--- src/rtl/mode_select_pkg.sv ---
// Purpose: shared constants and types for the mode selector and indicator block
// Assumes: single clock, synchronous active-low reset
// Notes: received level is a bar-segment count, zero means no light at all
package mode_select_pkg;

  // operating modes in selector step order
  typedef enum logic [2:0] {
    automatic_mode,
    manual_align_mode,
    adjust_mode,
    alignment_laser_mode,
    link_interruption_diag_mode
  } op_mode_e;

  // received_level_bar geometry
  localparam int unsigned LEVEL_W = 4;
  localparam logic [3:0] BAR_SEGMENTS = 4'ha;
  // lowest orange segment and lowest green segment, as bar positions
  localparam logic [3:0] LOWEST_ORANGE_SEG = 4'h3;
  localparam logic [3:0] LOWEST_GREEN_SEG = 4'h6;

  // reset values
  localparam op_mode_e MODE_RST = automatic_mode;
  localparam logic PLACEMENT_RST = 1'h0;

  // link drop threshold for a mode: level below it drops the link
  function automatic logic [3:0] drop_threshold(input op_mode_e m);
    drop_threshold = (m == manual_align_mode) ? LOWEST_GREEN_SEG : LOWEST_ORANGE_SEG;
  endfunction

endpackage

--- src/rtl/lamp_if.sv ---
// Purpose: carries mode lamp indications between the core and the lamp driver
// Assumes: one clock domain
// Notes: red and green are separate lamp elements of one lamp
`timescale 1ns/100ps
`default_nettype none
interface lamp_if;
  import mode_select_pkg::*;
  op_mode_e mode;
  logic link_lost;
  logic placement_master;
  logic aut_green;
  logic man_green;
  logic adj_green;
  logic las_green;
  logic diag_green;
  logic diag_red;
  logic side_green;
  modport core (output mode, output link_lost, output placement_master,
                input aut_green, input man_green, input adj_green, input las_green,
                input diag_green, input diag_red, input side_green);
  modport lamps (input mode, input link_lost, input placement_master,
                 output aut_green, output man_green, output adj_green, output las_green,
                 output diag_green, output diag_red, output side_green);
endinterface
`default_nettype wire

--- src/rtl/mode_lamps.sv ---
// Purpose: registered drive of the operating-mode and placement lamps
// Assumes: inputs are flops in the core
// Notes: at most one mode lamp is lit at a time, none during reset
`timescale 1ns/100ps
`default_nettype none
module mode_lamps
  import mode_select_pkg::*;
(
  // clock and reset
  input wire logic clk,
  input wire logic reset_n,
  // lamp carrier
  lamp_if.lamps lp
);

  // ----------------------------------------------------------------
  // lamp registers
  // ----------------------------------------------------------------
  always_ff @(posedge clk) begin
    if (!reset_n) begin
      lp.aut_green <= 1'h0;
      lp.man_green <= 1'h0;
      lp.adj_green <= 1'h0;
      lp.las_green <= 1'h0;
      lp.diag_green <= 1'h0;
      lp.diag_red <= 1'h0;
      lp.side_green <= 1'h0;
    end else begin
      lp.aut_green <= (lp.mode == automatic_mode); // RULE_02
      lp.man_green <= (lp.mode == manual_align_mode); // RULE_05
      lp.adj_green <= (lp.mode == adjust_mode);
      lp.las_green <= (lp.mode == alignment_laser_mode); // RULE_10
      // dark outside diag mode, green clean, red once latched
      lp.diag_green <= (lp.mode == link_interruption_diag_mode) && !lp.link_lost; // RULE_11 RULE_12
      lp.diag_red <= (lp.mode == link_interruption_diag_mode) && lp.link_lost; // RULE_13
      lp.side_green <= lp.placement_master; // RULE_14
    end
  end

endmodule
`default_nettype wire

--- src/rtl/mode_select_indicator.sv ---
// Purpose: operating-mode selection, link-drop thresholds and mode indication
// Assumes: selector press is a synchronous one-cycle-or-longer level, edge detected here
// Notes: level inputs are bar segment counts 0..BAR_SEGMENTS
`timescale 1ns/100ps
`default_nettype none
// Summary of operation
// RULE_01 - each selector press steps to the next operating mode, wrapping round
// RULE_02 - automatic mode lamp lit green while automatic mode active
// RULE_03 - automatic mode is the standard mode and carries user data
// RULE_04 - automatic mode: link held until level drops below lowest orange segment
// RULE_05 - manual mode lamp lit green while manual alignment mode active
// RULE_06 - manual mode: link held only until level drops below lowest green segment
// RULE_07 - adjust mode blocks user data in both directions
// RULE_08 - adjust mode: link held until level drops below lowest orange segment
// RULE_09 - adjust mode sends own level to peer and shows peer level on bar
// RULE_10 - laser mode turns on alignment laser and its green lamp
// RULE_11 - diagnostic lamp dark whenever diagnostic mode is not active
// RULE_12 - diagnostic lamp green while no interruption seen since enabling
// RULE_13 - any interruption after enabling latches diagnostic lamp red
// RULE_14 - placement setting held; its lamp dark for slave, green for master
// RULE_15 - warning output raised when level falls into red and orange range
// RULE_16 - latched interruption flag cleared on entering diagnostic mode
module mode_select_indicator
  import mode_select_pkg::*;
(
  // clock and reset
  input wire logic clk,
  input wire logic reset_n,
  // operator controls
  input wire logic mode_button,
  input wire logic placement_master_set,
  // received level and peer exchange
  input wire logic [LEVEL_W-1:0] own_level,
  input wire logic [LEVEL_W-1:0] peer_level,
  input wire logic signal_present,
  // user data gating and link
  output logic user_data_enable,
  output logic link_up,
  output logic send_level_to_peer,
  output logic [LEVEL_W-1:0] level_to_peer,
  output logic [LEVEL_W-1:0] received_level_bar,
  output logic warning_switch_output,
  // laser and lamps
  output logic alignment_laser_on,
  output logic [2:0] active_mode,
  output logic lamp_automatic,
  output logic lamp_manual,
  output logic lamp_adjust,
  output logic lamp_laser,
  output logic lamp_diag_green,
  output logic lamp_diag_red,
  output logic lamp_placement
);

  // ----------------------------------------------------------------
  // state
  // ----------------------------------------------------------------
  op_mode_e mode_r;
  op_mode_e mode_nxt;
  logic button_d_r;
  logic link_up_r;
  logic link_lost_r;
  logic placement_r;
  logic press;
  logic link_hold;
  lamp_if lp ();

  // ----------------------------------------------------------------
  // mode decodes shared by several processes
  // ----------------------------------------------------------------
  function automatic logic in_adjust(input op_mode_e m);
    in_adjust = (m == adjust_mode);
  endfunction

  function automatic logic in_diag(input op_mode_e m);
    in_diag = (m == link_interruption_diag_mode);
  endfunction

  // ----------------------------------------------------------------
  // mode selector
  // ----------------------------------------------------------------
  assign press = mode_button && !button_d_r;

  // next mode in step order
  always_comb begin
    unique case (mode_r)
      automatic_mode: mode_nxt = manual_align_mode;
      manual_align_mode: mode_nxt = adjust_mode;
      adjust_mode: mode_nxt = alignment_laser_mode;
      alignment_laser_mode: mode_nxt = link_interruption_diag_mode;
      link_interruption_diag_mode: mode_nxt = automatic_mode;
      default: mode_nxt = MODE_RST;
    endcase
  end

  // edge memory of the selector
  always_ff @(posedge clk) begin
    if (!reset_n) begin
      button_d_r <= 1'h0;
    end else begin
      button_d_r <= mode_button;
    end
  end

  // mode register steps once per press
  always_ff @(posedge clk) begin
    if (!reset_n) begin
      mode_r <= MODE_RST;
    end else if (press) begin
      mode_r <= mode_nxt; // RULE_01
    end
  end

  // placement setting follows the configuration control
  always_ff @(posedge clk) begin
    if (!reset_n) begin
      placement_r <= PLACEMENT_RST;
    end else begin
      placement_r <= placement_master_set; // RULE_14
    end
  end

  // ----------------------------------------------------------------
  // optical link hold with mode dependent threshold
  // ----------------------------------------------------------------
  // link holds while level is at or above the mode's lowest segment
  assign link_hold = signal_present && (own_level >= drop_threshold(mode_r)); // RULE_04 RULE_06 RULE_08

  always_ff @(posedge clk) begin
    if (!reset_n) begin
      link_up_r <= 1'h0;
    end else begin
      link_up_r <= link_hold;
    end
  end

  // interruption latch, cleared on entering diag mode, drop wins
  always_ff @(posedge clk) begin
    if (!reset_n) begin
      link_lost_r <= 1'h0;
    end else if (in_diag(mode_r) && link_up_r && !link_hold) begin
      link_lost_r <= 1'h1; // RULE_13
    end else if (press && in_diag(mode_nxt)) begin
      link_lost_r <= 1'h0; // RULE_16
    end
  end

  // ----------------------------------------------------------------
  // data gating, level exchange, warning
  // ----------------------------------------------------------------
  // data carried on an up link except in adjust mode
  always_ff @(posedge clk) begin
    if (!reset_n) begin
      user_data_enable <= 1'h0;
    end else begin
      user_data_enable <= link_hold && !in_adjust(mode_r); // RULE_03 RULE_07
    end
  end

  // own level offered to the peer, flagged only in adjust mode
  always_ff @(posedge clk) begin
    if (!reset_n) begin
      send_level_to_peer <= 1'h0;
      level_to_peer <= '0;
    end else begin
      send_level_to_peer <= in_adjust(mode_r); // RULE_09
      level_to_peer <= own_level; // RULE_09
    end
  end

  // adjust mode shows the peer's level on the local bar
  always_ff @(posedge clk) begin
    if (!reset_n) begin
      received_level_bar <= '0;
    end else begin
      received_level_bar <= in_adjust(mode_r) ? peer_level : own_level; // RULE_09
    end
  end

  // only red and orange lit: below lowest green segment
  always_ff @(posedge clk) begin
    if (!reset_n) begin
      warning_switch_output <= 1'h0;
    end else begin
      warning_switch_output <= (own_level < LOWEST_GREEN_SEG); // RULE_15
    end
  end

  // alignment laser follows laser mode
  always_ff @(posedge clk) begin
    if (!reset_n) begin
      alignment_laser_on <= 1'h0;
    end else begin
      alignment_laser_on <= (mode_r == alignment_laser_mode); // RULE_10
    end
  end

  // ----------------------------------------------------------------
  // lamp driver
  // ----------------------------------------------------------------
  assign lp.mode = mode_r;
  assign lp.link_lost = link_lost_r;
  assign lp.placement_master = placement_r;

  mode_lamps u_lamps (
    .clk(clk),
    .reset_n(reset_n),
    .lp(lp)
  );

  // outputs
  assign link_up = link_up_r;
  assign active_mode = mode_r;
  assign lamp_automatic = lp.aut_green;
  assign lamp_manual = lp.man_green;
  assign lamp_adjust = lp.adj_green;
  assign lamp_laser = lp.las_green;
  assign lamp_diag_green = lp.diag_green;
  assign lamp_diag_red = lp.diag_red;
  assign lamp_placement = lp.side_green;

endmodule
`default_nettype wire

--- config.mk ---
export PLATFORM = sky130hd
export DESIGN_NAME = mode_select_indicator
export DESIGN_NICKNAME = d
export VERILOG_FILES = /design/src/rtl/mode_select_pkg.sv /design/src/rtl/lamp_if.sv /design/src/rtl/mode_lamps.sv /design/src/rtl/mode_select_indicator.sv
export SDC_FILE = /design/constraint.sdc
export NUM_CORES = 1
export LEC_CHECK = 0
export BUFFER_PORTS_ARGS = -buffer_cell sky130_fd_sc_hd__buf_4
export CAP_MARGIN = 25
export CELL_PAD_IN_SITES_DETAIL_PLACEMENT = 0
export CELL_PAD_IN_SITES_GLOBAL_PLACEMENT = 1
export CORE_MARGIN = 4
export CORE_UTILIZATION = 35
export CTS_BUF_LIST = sky130_fd_sc_hd__clkbuf_16
export DETAILED_ROUTE_END_ITERATION = 10
export PLACE_DENSITY = 0.82
export REMOVE_ABC_BUFFERS = 1
export SYNTH_ARGS = -nofsm -noshare
export SYNTH_HDL_FRONTEND = slang
export SYNTH_SLANG_ARGS = --single-unit
--- constraint.sdc ---
create_clock -name clk -period 3.64 [get_ports clk]
set_input_delay 0.91 -clock clk [delete_from_list [all_inputs] [get_ports clk]]
set_output_delay 0.91 -clock clk [all_outputs]
set_load 0.02 [all_outputs]
; After elaboration in Yosys (flattened, before gate mapping)
; Cells that the tools add are included.
[op_classes]
n_mux = 5
multipliers = 0
n_div = 0
order_cmp = 2
addsub = 0
n_eq_ne = 5
bitwise = 0
n_shift = 0
n_reduce_logical = 14
[ops]
columns = cell, count
row1 = $pmux 3 s4, 1
row2 = $logic_and 1x1->1, 8
row3 = $eq 3x2->1 const B, 2
row4 = $eq 3x3->1 const B, 2
row5 = $ge 4x3->1, 1
row6 = $logic_not 1->1, 4
row7 = $lt 4x3->1 const B, 1
row8 = $mux 4, 1
row9 = $eq 3x1->1 const B, 1
row10 = $logic_not 3->1, 1
row11 = $mux 3, 1
row12 = $mux 1, 2
row13 = $reduce_bool 2->1, 1
[word_totals]
latchBits = 0
mem_count = 0
regBits = 24
romBits = 0
ramBits = 0
input_bits = 13

; Depth between registers and ports, before layout
[depth]
ltp_word = 7
ltp_mapped = 7
depth_no_buf = 7

; Cells and area by module
; From an unflattened synthesis, not the netlist that was laid out.
[unflattened]
hier_cells = 77
area_unflattened_um2 = 887.1
[modules_own_cells]
columns = mod, n_inst, cells_per_inst, area_each_um2
row1 = mode_select_indicator, 1, 62, 669.4
row2 = mode_lamps, 1, 15, 217.7

; Worst setup path before layout
; No wires, ideal clock.
[synth_timing]
path_kind = reg2reg
startpoint = register mode_r[0], in the netlist active_mode[0]
endpoint = register link_lost_r
path_slack_ns = 1.797
n_path_buf = 0
arrival_time_ns = 1.784
required_ns = 3.581
path_stages_with_launch = 8
synth_period_minus_slack_ns = 1.843
setup_ns = 0.059
cell_sequence = dfxtp_1 and2b_1 or2b_1 ha_1 inv_1 a21oi_1 o31ai_1 a31o_1
[synth_via]
elab_chain_len = 7
elab_cells_between_ends = 16
cone_classes = order compare (1) / eq/ne (5) / mux (3) / reduce/logical (7)
[synth_lines]
columns = item, line
row1 = start: declaration, mode_select_indicator.sv:58  ; op_mode_e mode_r;
row2 = start signal: assignment, mode_select_indicator.sv:110  ; mode_r <= mode_nxt;
row3 = $eq 3x1->1, "mode_select_pkg.sv:28, mode_select_indicator.sv:86"
row4 = $mux 3, mode_select_pkg.sv:28  ; drop_threshold = (m == manual_align_mode) ? LOWEST_GREEN_SEG : LOWEST_ORANGE_SEG;
row5 = $ge 4x3->1, mode_select_indicator.sv:127  ; assign link_hold = signal_present && (own_level >= drop_threshold(mode_r));
row6 = $logic_and 1x1->1, mode_select_indicator.sv:127
row7 = $logic_not 1->1, mode_select_indicator.sv:141  ; end else if (in_diag(mode_r) && link_up_r && !link_hold) begin
row8 = $logic_and 1x1->1, mode_select_indicator.sv:141
row9 = $mux 1 or $reduce_bool 2->1 (tied branches), --
row10 = end signal: assignment, mode_select_indicator.sv:140  ; link_lost_r <= 1'h0;
row11 = end signal: assignment, mode_select_indicator.sv:142  ; link_lost_r <= 1'h1;
row12 = end signal: assignment, mode_select_indicator.sv:144  ; link_lost_r <= 1'h0;
row13 = end: declaration, mode_select_indicator.sv:62  ; logic link_lost_r;
; Several ways; a longest one is shown, not always the timed one.
; A chain may end at the register's enable or synchronous reset.

; Worst setup path in the final report
; Same ends and word-level chain as after synthesis.

==> flow_metrics.env <==
export IMPL_n_fill_cell=198
export IMPL_path_clk_slew_ps=60
export IMPL_fin_ws_ps=1710
export IMPL_async_reset_ff_share_pct=0
export IMPL_final_seq_area_sq_um=480
export IMPL_grt_pass1_wl_microns=2870
export IMPL_use_met1_pct=11.9
export IMPL_p_leak_nw=0.571
export IMPL_vias=640
export IMPL_top_usage_layer="met2"
export IMPL_min_path_type="flop to flop"
export IMPL_end_kind="flop"
export IMPL_finalHoldViolCount=0
export IMPL_synth_area_sq_um=813
export IMPL_die_h_microns=56.2
export IMPL_cts_num_sinks=24
export IMPL_stdcell_count=140
export IMPL_p_total_mw=0.676
export IMPL_min_period_over_period_pct=53.0
export IMPL_cts_tree="built"
export IMPL_syn2layout_area_growth_pct=46.5
export IMPL_dp_cells=136
export IMPL_cts_max_path_buffers=2
export IMPL_synth_edf_count=0
export IMPL_finalSetupTns_ps=0
export IMPL_worst_slew_margin_rel_pct=73.7
export IMPL_max_slew_worst_pin_slew_ps=392
export IMPL_final_setup_viol_count=0
export IMPL_yosysWarnings=0
export IMPL_place_congestion=0.789
export IMPL_maxCapViolCount=0
export IMPL_rows=17
export IMPL_root_buffer="clkbuf_16"
export IMPL_nets=128
export IMPL_final_layout_size_suffix_gt1_share_pct=34.8
export IMPL_cts_resized_gates=0
export IMPL_yosysMostFrequentCell="dfxtp_1"
export IMPL_drc=0
export IMPL_viasPerCell=4.57
export IMPL_drt_iter0_markers=9
export IMPL_cts_max_level=1
export IMPL_multi_input_area_sq_um=293
export IMPL_synthFlopType="dfxtp_1"
export IMPL_r2r_slack_ps=1710
export IMPL_insertion_delay_ps=250
export IMPL_worstPathRequired_ps=3840
export IMPL_syn_area_per_cell_sq_um=10.6
export IMPL_crit_arrival_ps=2130
export IMPL_wl_per_cell_microns=12.5
export IMPL_core_area_sq_um=2210
export IMPL_diodes=0
export IMPL_antenna_found_initial=0
export IMPL_clock_fmax_mhz=519
export IMPL_crit_type="flop to flop"
export IMPL_grt_max_degree=15
export IMPL_synth_ff_latch_count=24
export IMPL_slew_violations=0
export IMPL_final_util_pct=53.8
export IMPL_synth_top_area_share_pct=59.1
export IMPL_syn_inst=77
export IMPL_worst_hold_slack_ps=435
export IMPL_post_place_ws_ps=1620
export IMPL_path_max_fanout=7
export IMPL_outcome="finished, final reports clean"
export IMPL_ys_seq_area_share_pct=59.1
export IMPL_cts_hold_buf=0
export IMPL_synthTopCellsByCount="dfxtp_1 (24), and2_1 (7), nand2_1 (5)"
export IMPL_rsz0062_at_grt="no"
export IMPL_yosysTopAreaCell="dfxtp_1"
export IMPL_start_util_pct=36.8
export IMPL_grtUsageTotal_pct=11.7
export IMPL_die_area_sq_um=3160
export IMPL_drt_wl_total_microns=1750
export IMPL_critPathLaunchType="flop"
export IMPL_chipWidth_microns=56.2
export IMPL_overflow=0
export IMPL_cts_setup_buffers=0
export IMPL_pin_count=36
export IMPL_cts_made_buffers=3
export IMPL_synth_distinct_cells=23
export IMPL_yosys_top_cells_area="dfxtp_1 (59%), and2_1 (5.4%), o22a_1 (4.3%), nor3b_1 (3.7%), ha_1 (3.1%)"
export IMPL_post_dp_hpwl_microns=1300
export IMPL_fin_area_sq_um=1190
export IMPL_grt_util_met2_pct=20.2
export IMPL_first_pass_iters=4
export IMPL_globalRouteMet3Util_pct=4.87
export IMPL_ir_drop_mv=0.412
export IMPL_clock_skew_ps=3.84
export IMPL_min_period_ps=1930
export IMPL_power_density_nw_per_um2=567
export IMPL_io_buffers=35
export IMPL_grt_pass1_vias=653
export IMPL_placed_area_sq_um=1090
export IMPL_ant_nets=0
## placed cells by master (no fill, tap or decap), drive strengths merged
cell and count:
buf 35, dfxtp 24, and2 7, nand2 5, inv 4, nor2 4, nor3b 4, o22a 4
a21oi 3, clkbuf 3, nand2b 2, nor2b 2, nand3 2, and3 2, ha 2, and2b 1
or2b 1, o31ai 1, a31o 1, a211oi 1, mux2i 1, a2bb2oi 1, nor3 1, bufinv 1
## where the power goes
| part | internal, mW | leakage [nW] | switching, mW |
|---|---|---|---|
| sequential | 0.278 | 0.198 | 0.00859 |
| clock | 0.218 | 0.0511 | 0.0877 |
| combinational | 0.0398 | 0.322 | 0.0433 |
## layout make-up
cell class	count	area share [%]
well taps	28	2.94
flip-flops and latches	24	40.3
repair buffers	35	22.1
multi-input cells	45	24.6
clock buffers	3	6.30
inverters	4	1.26
clock inverters	1	2.52
## worst max-delay path: stages (launching register included)
cell,delay [ps]
dfxtp_1,450
and2b_1,220
or2b_1,270
ha_1,280
nand2_1,70
a21oi_1,40
o31ai_1,350
a31o_1,200
## per-layer routing
layer	up-vias	part of all wire [%]
met3	4	7.5
met5	-	0
li1	327	-
met1	291	40
met4	0	1.0
met2	18	51
## cells by family after synthesis
| group | Yosys count | share of synthesized area, % |
|---|---|---|
| mux | 1 | 1.23 |
| flops | 24 | 59.1 |
| fa+ha+maj | 2 | 3.08 |
| buf+inv | 8 | 4.92 |
| simple gates | 31 | 21.5 |
| compound gates | 11 | 10.2 |
## path summary, 6_finish.rpt
check                                          from               endpoint  cells past startpoint
worst max-delay path                 active_mode[0]            link_lost_r                      7
worst min-delay path            lp.placement_master  u_lamps.lp.side_green                      1
worst max register to register       active_mode[0]            link_lost_r                      7
worst min register to register  lp.placement_master  u_lamps.lp.side_green                      1
Power figures use the tool's default switching activity.
